### src/dhx_pkg.sv
/*
 Package for the dual halfword halving crossed add/subtract unit: operation
 encodings, the request and answer carriers, and reset values.
 Assumes the pipeline decoder supplies operands already read from the
 register file.
*/
package dhx_pkg;

	localparam int unsigned DHX_HW = 16;
	localparam int unsigned DHX_RW = 32;
	localparam int unsigned DHX_RA = 4;

	typedef enum logic [0:0] {
		DHX_ADD_SUB_X = 1'h0,
		DHX_SUB_ADD_X = 1'h1
	} dhx_op_e;

	typedef struct packed {
		logic        valid;
		dhx_op_e     op;
		logic        cond_pass;
		logic        dst_given;
		logic [3:0]  dst_reg;
		logic [3:0]  first_operand_reg;
		logic [3:0]  second_operand_reg;
		logic [31:0] first_op;
		logic [31:0] second_op;
	} dhx_req_s;

	typedef struct packed {
		logic        wr_en;
		logic [3:0]  wr_reg;
		logic [31:0] wr_data;
	} dhx_rsp_s;

	localparam logic [31:0] DHX_DATA_RST = 32'h0000_0000;
	localparam logic [3:0]  DHX_REG_RST  = 4'h0;
	localparam logic [3:0]  DHX_REG_SP   = 4'hd;
	localparam logic [3:0]  DHX_REG_PC   = 4'hf;

endpackage

### src/dhx_alu.sv
/*
 Single-cycle datapath slice for the two signed halving crossed halfword
 operations. One request per cycle, answer registered one edge later.
 Assumes the pipeline holds the condition flags elsewhere and never lets
 this unit touch them; operand values come already read from registers.
*/
`timescale 1ns/1ps
module dhx_alu (
	// Clock and reset
	input  wire logic            clk_sys,
	input  wire logic            resetn,
	// Request from decoder
	input  wire dhx_pkg::dhx_req_s req,
	// Answer to register file
	output dhx_pkg::dhx_rsp_s    rsp
);

	dhx_pkg::dhx_rsp_s next_rsp;
	logic [15:0]       lane_hi;
	logic [15:0]       lane_lo;

	function automatic logic [15:0] half_op(input logic [15:0] a,
		input logic [15:0] b, input logic sub);
		logic signed [16:0] r;
		r = sub ? ($signed({a[15], a}) - $signed({b[15], b}))
			: ($signed({a[15], a}) + $signed({b[15], b}));
		return r[16:1];
	endfunction

	always_comb begin
		next_rsp = '0;
		lane_hi = '0;
		lane_lo = '0;
		case (req.op)
			dhx_pkg::DHX_ADD_SUB_X: begin
				lane_hi = half_op(req.first_op[31:16],
					req.second_op[15:0], 1'b0);
				lane_lo = half_op(req.first_op[15:0],
					req.second_op[31:16], 1'b1);
			end
			dhx_pkg::DHX_SUB_ADD_X: begin
				lane_lo = half_op(req.first_op[31:16],
					req.second_op[15:0], 1'b1);
				lane_hi = half_op(req.first_op[15:0],
					req.second_op[31:16], 1'b0);
			end
			default: begin
				lane_hi = '0;
				lane_lo = '0;
			end
		endcase
		next_rsp.wr_en = req.valid & req.cond_pass;
		next_rsp.wr_reg = req.dst_given ? req.dst_reg
			: req.first_operand_reg;
		next_rsp.wr_data = {lane_hi, lane_lo};
	end

	always_ff @(posedge clk_sys or negedge resetn) begin
		if (!resetn) begin
			rsp.wr_en   <= 1'h0;
			rsp.wr_reg  <= dhx_pkg::DHX_REG_RST;
			rsp.wr_data <= dhx_pkg::DHX_DATA_RST;
		end else begin
			rsp <= next_rsp;
		end
	end

	// Assertion helpers, recomputed independently of the function
	logic signed [16:0] chk_hi;
	logic signed [16:0] chk_lo;
	always_comb begin
		if (req.op == dhx_pkg::DHX_ADD_SUB_X) begin
			chk_hi = $signed({req.first_op[31], req.first_op[31:16]})
				+ $signed({req.second_op[15], req.second_op[15:0]});
			chk_lo = $signed({req.first_op[15], req.first_op[15:0]})
				- $signed({req.second_op[31], req.second_op[31:16]});
		end else begin
			chk_hi = $signed({req.first_op[15], req.first_op[15:0]})
				+ $signed({req.second_op[31], req.second_op[31:16]});
			chk_lo = $signed({req.first_op[31], req.first_op[31:16]})
				- $signed({req.second_op[15], req.second_op[15:0]});
		end
	end

	// Lane checks lean on the helper sums, not on half_op
	property p_asx_high;
		@(posedge clk_sys) disable iff (!resetn)
		req.op == dhx_pkg::DHX_ADD_SUB_X
		|=> rsp.wr_data[31:16] == $past(chk_hi[16:1]);
	endproperty
	a_asx_high_lane: assert property (p_asx_high)
		else $error("add-sub high lane wrong");

	property p_asx_low;
		@(posedge clk_sys) disable iff (!resetn)
		req.op == dhx_pkg::DHX_ADD_SUB_X
		|=> rsp.wr_data[15:0] == $past(chk_lo[16:1]);
	endproperty
	a_asx_low_lane: assert property (p_asx_low)
		else $error("add-sub low lane wrong");

	property p_sax_low;
		@(posedge clk_sys) disable iff (!resetn)
		req.op == dhx_pkg::DHX_SUB_ADD_X
		|=> rsp.wr_data[15:0] == $past(chk_lo[16:1]);
	endproperty
	a_sax_low_lane: assert property (p_sax_low)
		else $error("sub-add low lane wrong");

	property p_sax_high;
		@(posedge clk_sys) disable iff (!resetn)
		req.op == dhx_pkg::DHX_SUB_ADD_X
		|=> rsp.wr_data[31:16] == $past(chk_hi[16:1]);
	endproperty
	a_sax_high_lane: assert property (p_sax_high)
		else $error("sub-add high lane wrong");

	// A logical shift would turn negative halves positive
	property p_sign_high;
		@(posedge clk_sys) disable iff (!resetn)
		1'h1 |=> rsp.wr_data[31] == $past(chk_hi[16]);
	endproperty
	a_halve_sign_kept: assert property (p_sign_high)
		else $error("halving lost sign");

	property p_sign_low;
		@(posedge clk_sys) disable iff (!resetn)
		1'h1 |=> rsp.wr_data[15] == $past(chk_lo[16]);
	endproperty
	a_halve_sign_low: assert property (p_sign_low)
		else $error("halving lost low sign");

	property p_cond_fail;
		@(posedge clk_sys) disable iff (!resetn)
		req.valid && !req.cond_pass |=> !rsp.wr_en;
	endproperty
	a_cond_gates_write: assert property (p_cond_fail)
		else $error("write despite failed condition");

	property p_cond_pass;
		@(posedge clk_sys) disable iff (!resetn)
		req.valid && req.cond_pass |=> rsp.wr_en;
	endproperty
	a_write_on_pass: assert property (p_cond_pass)
		else $error("missing write");

	property p_idle;
		@(posedge clk_sys) disable iff (!resetn)
		!req.valid |=> !rsp.wr_en;
	endproperty
	a_idle_no_write: assert property (p_idle)
		else $error("write without request");

	property p_dest_default;
		@(posedge clk_sys) disable iff (!resetn)
		!req.dst_given
		|=> rsp.wr_reg == $past(req.first_operand_reg);
	endproperty
	a_dest_default: assert property (p_dest_default)
		else $error("default destination wrong");

	property p_dest_given;
		@(posedge clk_sys) disable iff (!resetn)
		req.dst_given
		|=> rsp.wr_reg == $past(req.dst_reg);
	endproperty
	a_dest_given: assert property (p_dest_given)
		else $error("given destination wrong");

	// Worst-case operands: a sixteen-bit sum would wrap here
	property p_prec_high;
		@(posedge clk_sys) disable iff (!resetn)
		req.op == dhx_pkg::DHX_ADD_SUB_X
		&& req.first_op[31:16] == 16'h7fff
		&& req.second_op[15:0] == 16'h7fff
		|=> rsp.wr_data[31:16] == 16'h7fff;
	endproperty
	a_lane_precision: assert property (p_prec_high)
		else $error("lane overflowed");

	property p_prec_low;
		@(posedge clk_sys) disable iff (!resetn)
		req.op == dhx_pkg::DHX_SUB_ADD_X
		&& req.first_op[31:16] == 16'h8000
		&& req.second_op[15:0] == 16'h7fff
		|=> rsp.wr_data[15:0] == 16'h8000;
	endproperty
	a_low_precision: assert property (p_prec_low)
		else $error("low lane overflowed");

	c_asx_write: cover property (@(posedge clk_sys) disable iff (!resetn)
		req.valid && req.cond_pass && req.op == dhx_pkg::DHX_ADD_SUB_X);
	c_sax_write: cover property (@(posedge clk_sys) disable iff (!resetn)
		req.valid && req.cond_pass && req.op == dhx_pkg::DHX_SUB_ADD_X);
	c_cond_fail: cover property (@(posedge clk_sys) disable iff (!resetn)
		req.valid && !req.cond_pass);
	c_default_dest: cover property (@(posedge clk_sys) disable iff (!resetn)
		req.valid && !req.dst_given);
	c_write_then_idle: cover property (@(posedge clk_sys) disable iff (!resetn)
		rsp.wr_en && !req.valid);

endmodule

### config.mk
export PLATFORM = sky130hd
export DESIGN_NAME = dhx_alu
export DESIGN_NICKNAME = d
export VERILOG_FILES = /design/src/dhx_pkg.sv /design/src/dhx_alu.sv
export SDC_FILE = /design/constraint.sdc
export NUM_CORES = 1
export LEC_CHECK = 0
export BUFFER_PORTS_ARGS = -buffer_cell sky130_fd_sc_hd__buf_4
export CELL_PAD_IN_SITES_DETAIL_PLACEMENT = 0
export CELL_PAD_IN_SITES_GLOBAL_PLACEMENT = 1
export CORE_MARGIN = 5
export CORE_UTILIZATION = 43
export CTS_CLUSTER_DIAMETER = 80
export CTS_CLUSTER_SIZE = 25
export DETAILED_ROUTE_END_ITERATION = 8
export PLACE_DENSITY_LB_ADDON = 0.1
export SLEW_MARGIN = 20
export SYNTH_ARGS = -nofsm -noshare
export SYNTH_HDL_FRONTEND = slang
export SYNTH_SLANG_ARGS = --single-unit
### constraint.sdc
create_clock -name clk_sys -period 1.1 [get_ports clk_sys]
set_clock_uncertainty 0.15 [all_clocks]
set_input_delay 0 -clock clk_sys [delete_from_list [all_inputs] [get_ports clk_sys]]
set_output_delay 0 -clock clk_sys [all_outputs]
set_load 0.02 [all_outputs]
==> flow_metrics.env <==
export IMPL_outcome="finished, violations left"
export IMPL_violations="negative hold slack, negative setup slack"
export IMPL_drt_wl_total_mm=16.7
export IMPL_cp_arrival_ns=1.89
export IMPL_synth_compound_area_frac=0.258
export IMPL_largest_register_ffs=37
export IMPL_period_share=1.67
export IMPL_die_x_um=114
export IMPL_timing_fmax_mhz=544
export IMPL_synthesis_nets=715
export IMPL_drive_gt1_frac=0.522
export IMPL_clock_tree_root_cell="clkbuf_8"
export IMPL_cp_max_fo=3
export IMPL_pin_count=119
export IMPL_ctsLongestPathBuffers=2
export IMPL_fin_ws_ns=-0.739
export IMPL_grt_use_total=0.243
export IMPL_dp_cells=946
export IMPL_slew_limit_headroom=0.663
export IMPL_worst_setup_path_end_kind="flop"
export IMPL_p_per_area_mw_per_mm2=958
export IMPL_ys_ff_latch=37
export IMPL_coreArea_mm2=0.0104
export IMPL_rsz0062_at_grt="yes"
export IMPL_synth_xor_area_frac=0.0721
export IMPL_fin_hold_ws_ns=-0.0509
export IMPL_antenna_left=0
export IMPL_top_regs="rsp (37)"
export IMPL_cts_hold_buf=14
export IMPL_synth_top_cell_area_share=0.200
export IMPL_fin_util=0.789
export IMPL_final_area_mm2=0.00822
export IMPL_first_iter_violations=239
export IMPL_grt_pass1_wl_mm=25.7
export IMPL_ys_flop_type="dfrtp_1"
export IMPL_finish_net_count=996
export IMPL_firstDrtPassIters=5
export IMPL_vias=5349
export IMPL_multiInputGateArea_mm2=0.00427
export IMPL_cp_start_kind="primary input"
export IMPL_htree_num_levels=2
export IMPL_nFillCells=735
export IMPL_synth_mux_area_frac=0.0409
export IMPL_final_cells=987
export IMPL_drv_cap=0
export IMPL_vias_per_cell=5.42
export IMPL_synth_fa_ha_area_frac=0.180
export IMPL_top_register="rsp"
export IMPL_worst_slew_pin_slew_ns=0.500
export IMPL_synthArstFlopShare=1.00
export IMPL_cts_tree="built"
export IMPL_synth_edf_count=0
export IMPL_grt_antenna_before_repair=0
export IMPL_grt_max_degree=38
export IMPL_yosys_warnings=0
export IMPL_die_area_mm2=0.0129
export IMPL_period_minus_slack_ns=1.84
export IMPL_synth_seq_area_share=0.200
export IMPL_clk_pin_slew_ns=0.08
export IMPL_cts_sinks=37
export IMPL_numCtsBuffers=5
export IMPL_synth_top_family_by_area="compound AO/OA/AOI/OAI gates"
export IMPL_peakVddDrop_uv=861
export IMPL_overflow=0
export IMPL_layout_area_seq_um2=926
export IMPL_finalMaxSlewViolations=0
export IMPL_avgRoutedWirePerCell_um=17.0
export IMPL_start_util=0.443
export IMPL_power_total_mw=7.87
export IMPL_netlist_area_mm2=0.00462
export IMPL_path_class="in2reg"
export IMPL_synthDistinctLibCells=70
export IMPL_hold_viol_final=1
export IMPL_syn_to_final_growth_pct=77.9
export IMPL_row_count=37
export IMPL_dpl_cell_area_mm2=0.00705
export IMPL_synth_top_area_cell="dfrtp_1"
export IMPL_gp_congestion=0.921
export IMPL_dp_hpwl_mm=12.6
export IMPL_p_leak_nw=3.89
export IMPL_io_buffer_count=114
export IMPL_fp_dieH_um=114
export IMPL_netlist_instances=569
export IMPL_synthTopCellsByArea="dfrtp_1 20%, ha_1 16%, xnor2_1 6.3%"
export IMPL_crit_required_ns=1.15
export IMPL_min_path_type="in2reg"
export IMPL_synthSimpleGateAreaFrac=0.178
export IMPL_syn_avg_cell_area_um2=8.12
export IMPL_first_global_vias=5411
export IMPL_setup_viol=29
export IMPL_n_antenna_cell=0
export IMPL_drc=0
cells in the mapped netlist, types with 3 or more instances:
library cell and number:
nor4_1 5, nor2b_1 14, nand2_1 29, o31ai_1 6
a21o_1 15, buf_4 3, o21bai_1 7, o21ai_0 18
clkbuf_1 17, o21a_1 6, nand2b_1 6, nor2_1 47
nand4_1 5, and2_1 6, and3_1 7, or3_1 9
nor3_1 15, a221oi_1 4, xor2_1 5, a211oi_1 9
fa_1 4, o21ai_1 7, ha_1 60, inv_1 51
a31oi_1 9, a21oi_1 47, o211ai_1 8, buf_2 6
xnor2_1 33, dfrtp_1 37, mux2i_1 11, o2111ai_1 4
mux2_2 5, nand3_1 6, inv_2 3
per-layer routing:
layer  GRT usage  up-vias  part of all wire
li1            -     2583                 -
met1       0.295     2571              0.40
met2       0.461      158              0.53
met3      0.0286       37             0.051
met4      0.0441        0             0.019
met5           0        -                 0
worst paths after layout:
kind                          from                 to  slack (ns)  depth (start not counted)
worst min-delay path       req[17]   rsp[0]$_DFF_PN0_       -0.05                          3
worst max-delay path        req[0]  rsp[29]$_DFF_PN0_       -0.74                          9
max in group asynchronous   resetn  rsp[19]$_DFF_PN0_        0.41                          2
min in group asynchronous   resetn  rsp[23]$_DFF_PN0_        0.06                          2
worst max-delay path, stage by stage:
cell and delay (ns):
buf_8 0.10, and2_4 0.15, fa_2 0.35, nor2b_4 0.15, o311ai_4 0.28, a31oi_4 0.15
a221oi_4 0.36, mux2i_1 0.12, o32ai_1 0.23
power by group:
group / total (mW) / leakage (nW) / internal, mW / switching [mW]
clock network: 1.28 / 0.0574 / 0.738 / 0.547
registers: 1.72 / 0.431 / 1.61 / 0.111
logic: 4.87 / 3.40 / 2.46 / 2.40
cells in the final DEF, fill, tap and decap left out, types with 7 or more instances in the layout:
cell	synthesis	layout
ha_1	60	40
or3_1	9	7
inv_4	0	8
ha_4	0	18
buf_6	0	32
o21ai_1	7	7
nor3_1	15	14
mux2i_1	11	11
inv_1	51	36
xnor2_2	0	8
nor2_1	47	42
a21oi_1	47	32
nor2b_4	0	7
o211ai_1	8	8
o21ai_2	0	7
dfrtp_1	37	37
dlygate4sd3_1	0	14
buf_4	3	246
a21oi_2	0	11
a21o_1	15	15
xnor2_1	33	22
nand2_1	29	26
nor2b_1	14	7
inv_2	3	8
o21ai_0	18	9
what timing repair did:
action                     4_1_cts  5_1_grt
resized for setup               79       83
pin swaps                       50       52
setup buffers                    9       15
hold endpoints to repair        47        1
setup endpoints to repair       28       29
metrics by stage:
stage	TNS [ns]	worst slack [ns]
floorplan	-14.37	-0.886
global placement	-24.40	-1.08
detailed placement	-25.56	-1.14
CTS	-13.86	-0.702
global route	-15.69	-0.817
finish	-14.19	-0.739
kinds of logic after synthesis:
group / count (synthesis)
DFF: 37
AOI/OAI and AO/OA: 169
and+or+nand+nor: 161
xor gates and xnor gates: 38
adders and majority gates: 64
muxes: 18
buffers and inverters: 82
area by class of cell:
class | instances | share of cell area
timing repair buffer | 301 | 0.304
tap | 136 | 0.0207
clock buffer | 6 | 0.0100
sequential | 37 | 0.113
inverter | 55 | 0.0288
clock inverter | 2 | 0.00457
multi-input combinational | 450 | 0.519
No activity file was read; power rests on OpenSTA's default activity.
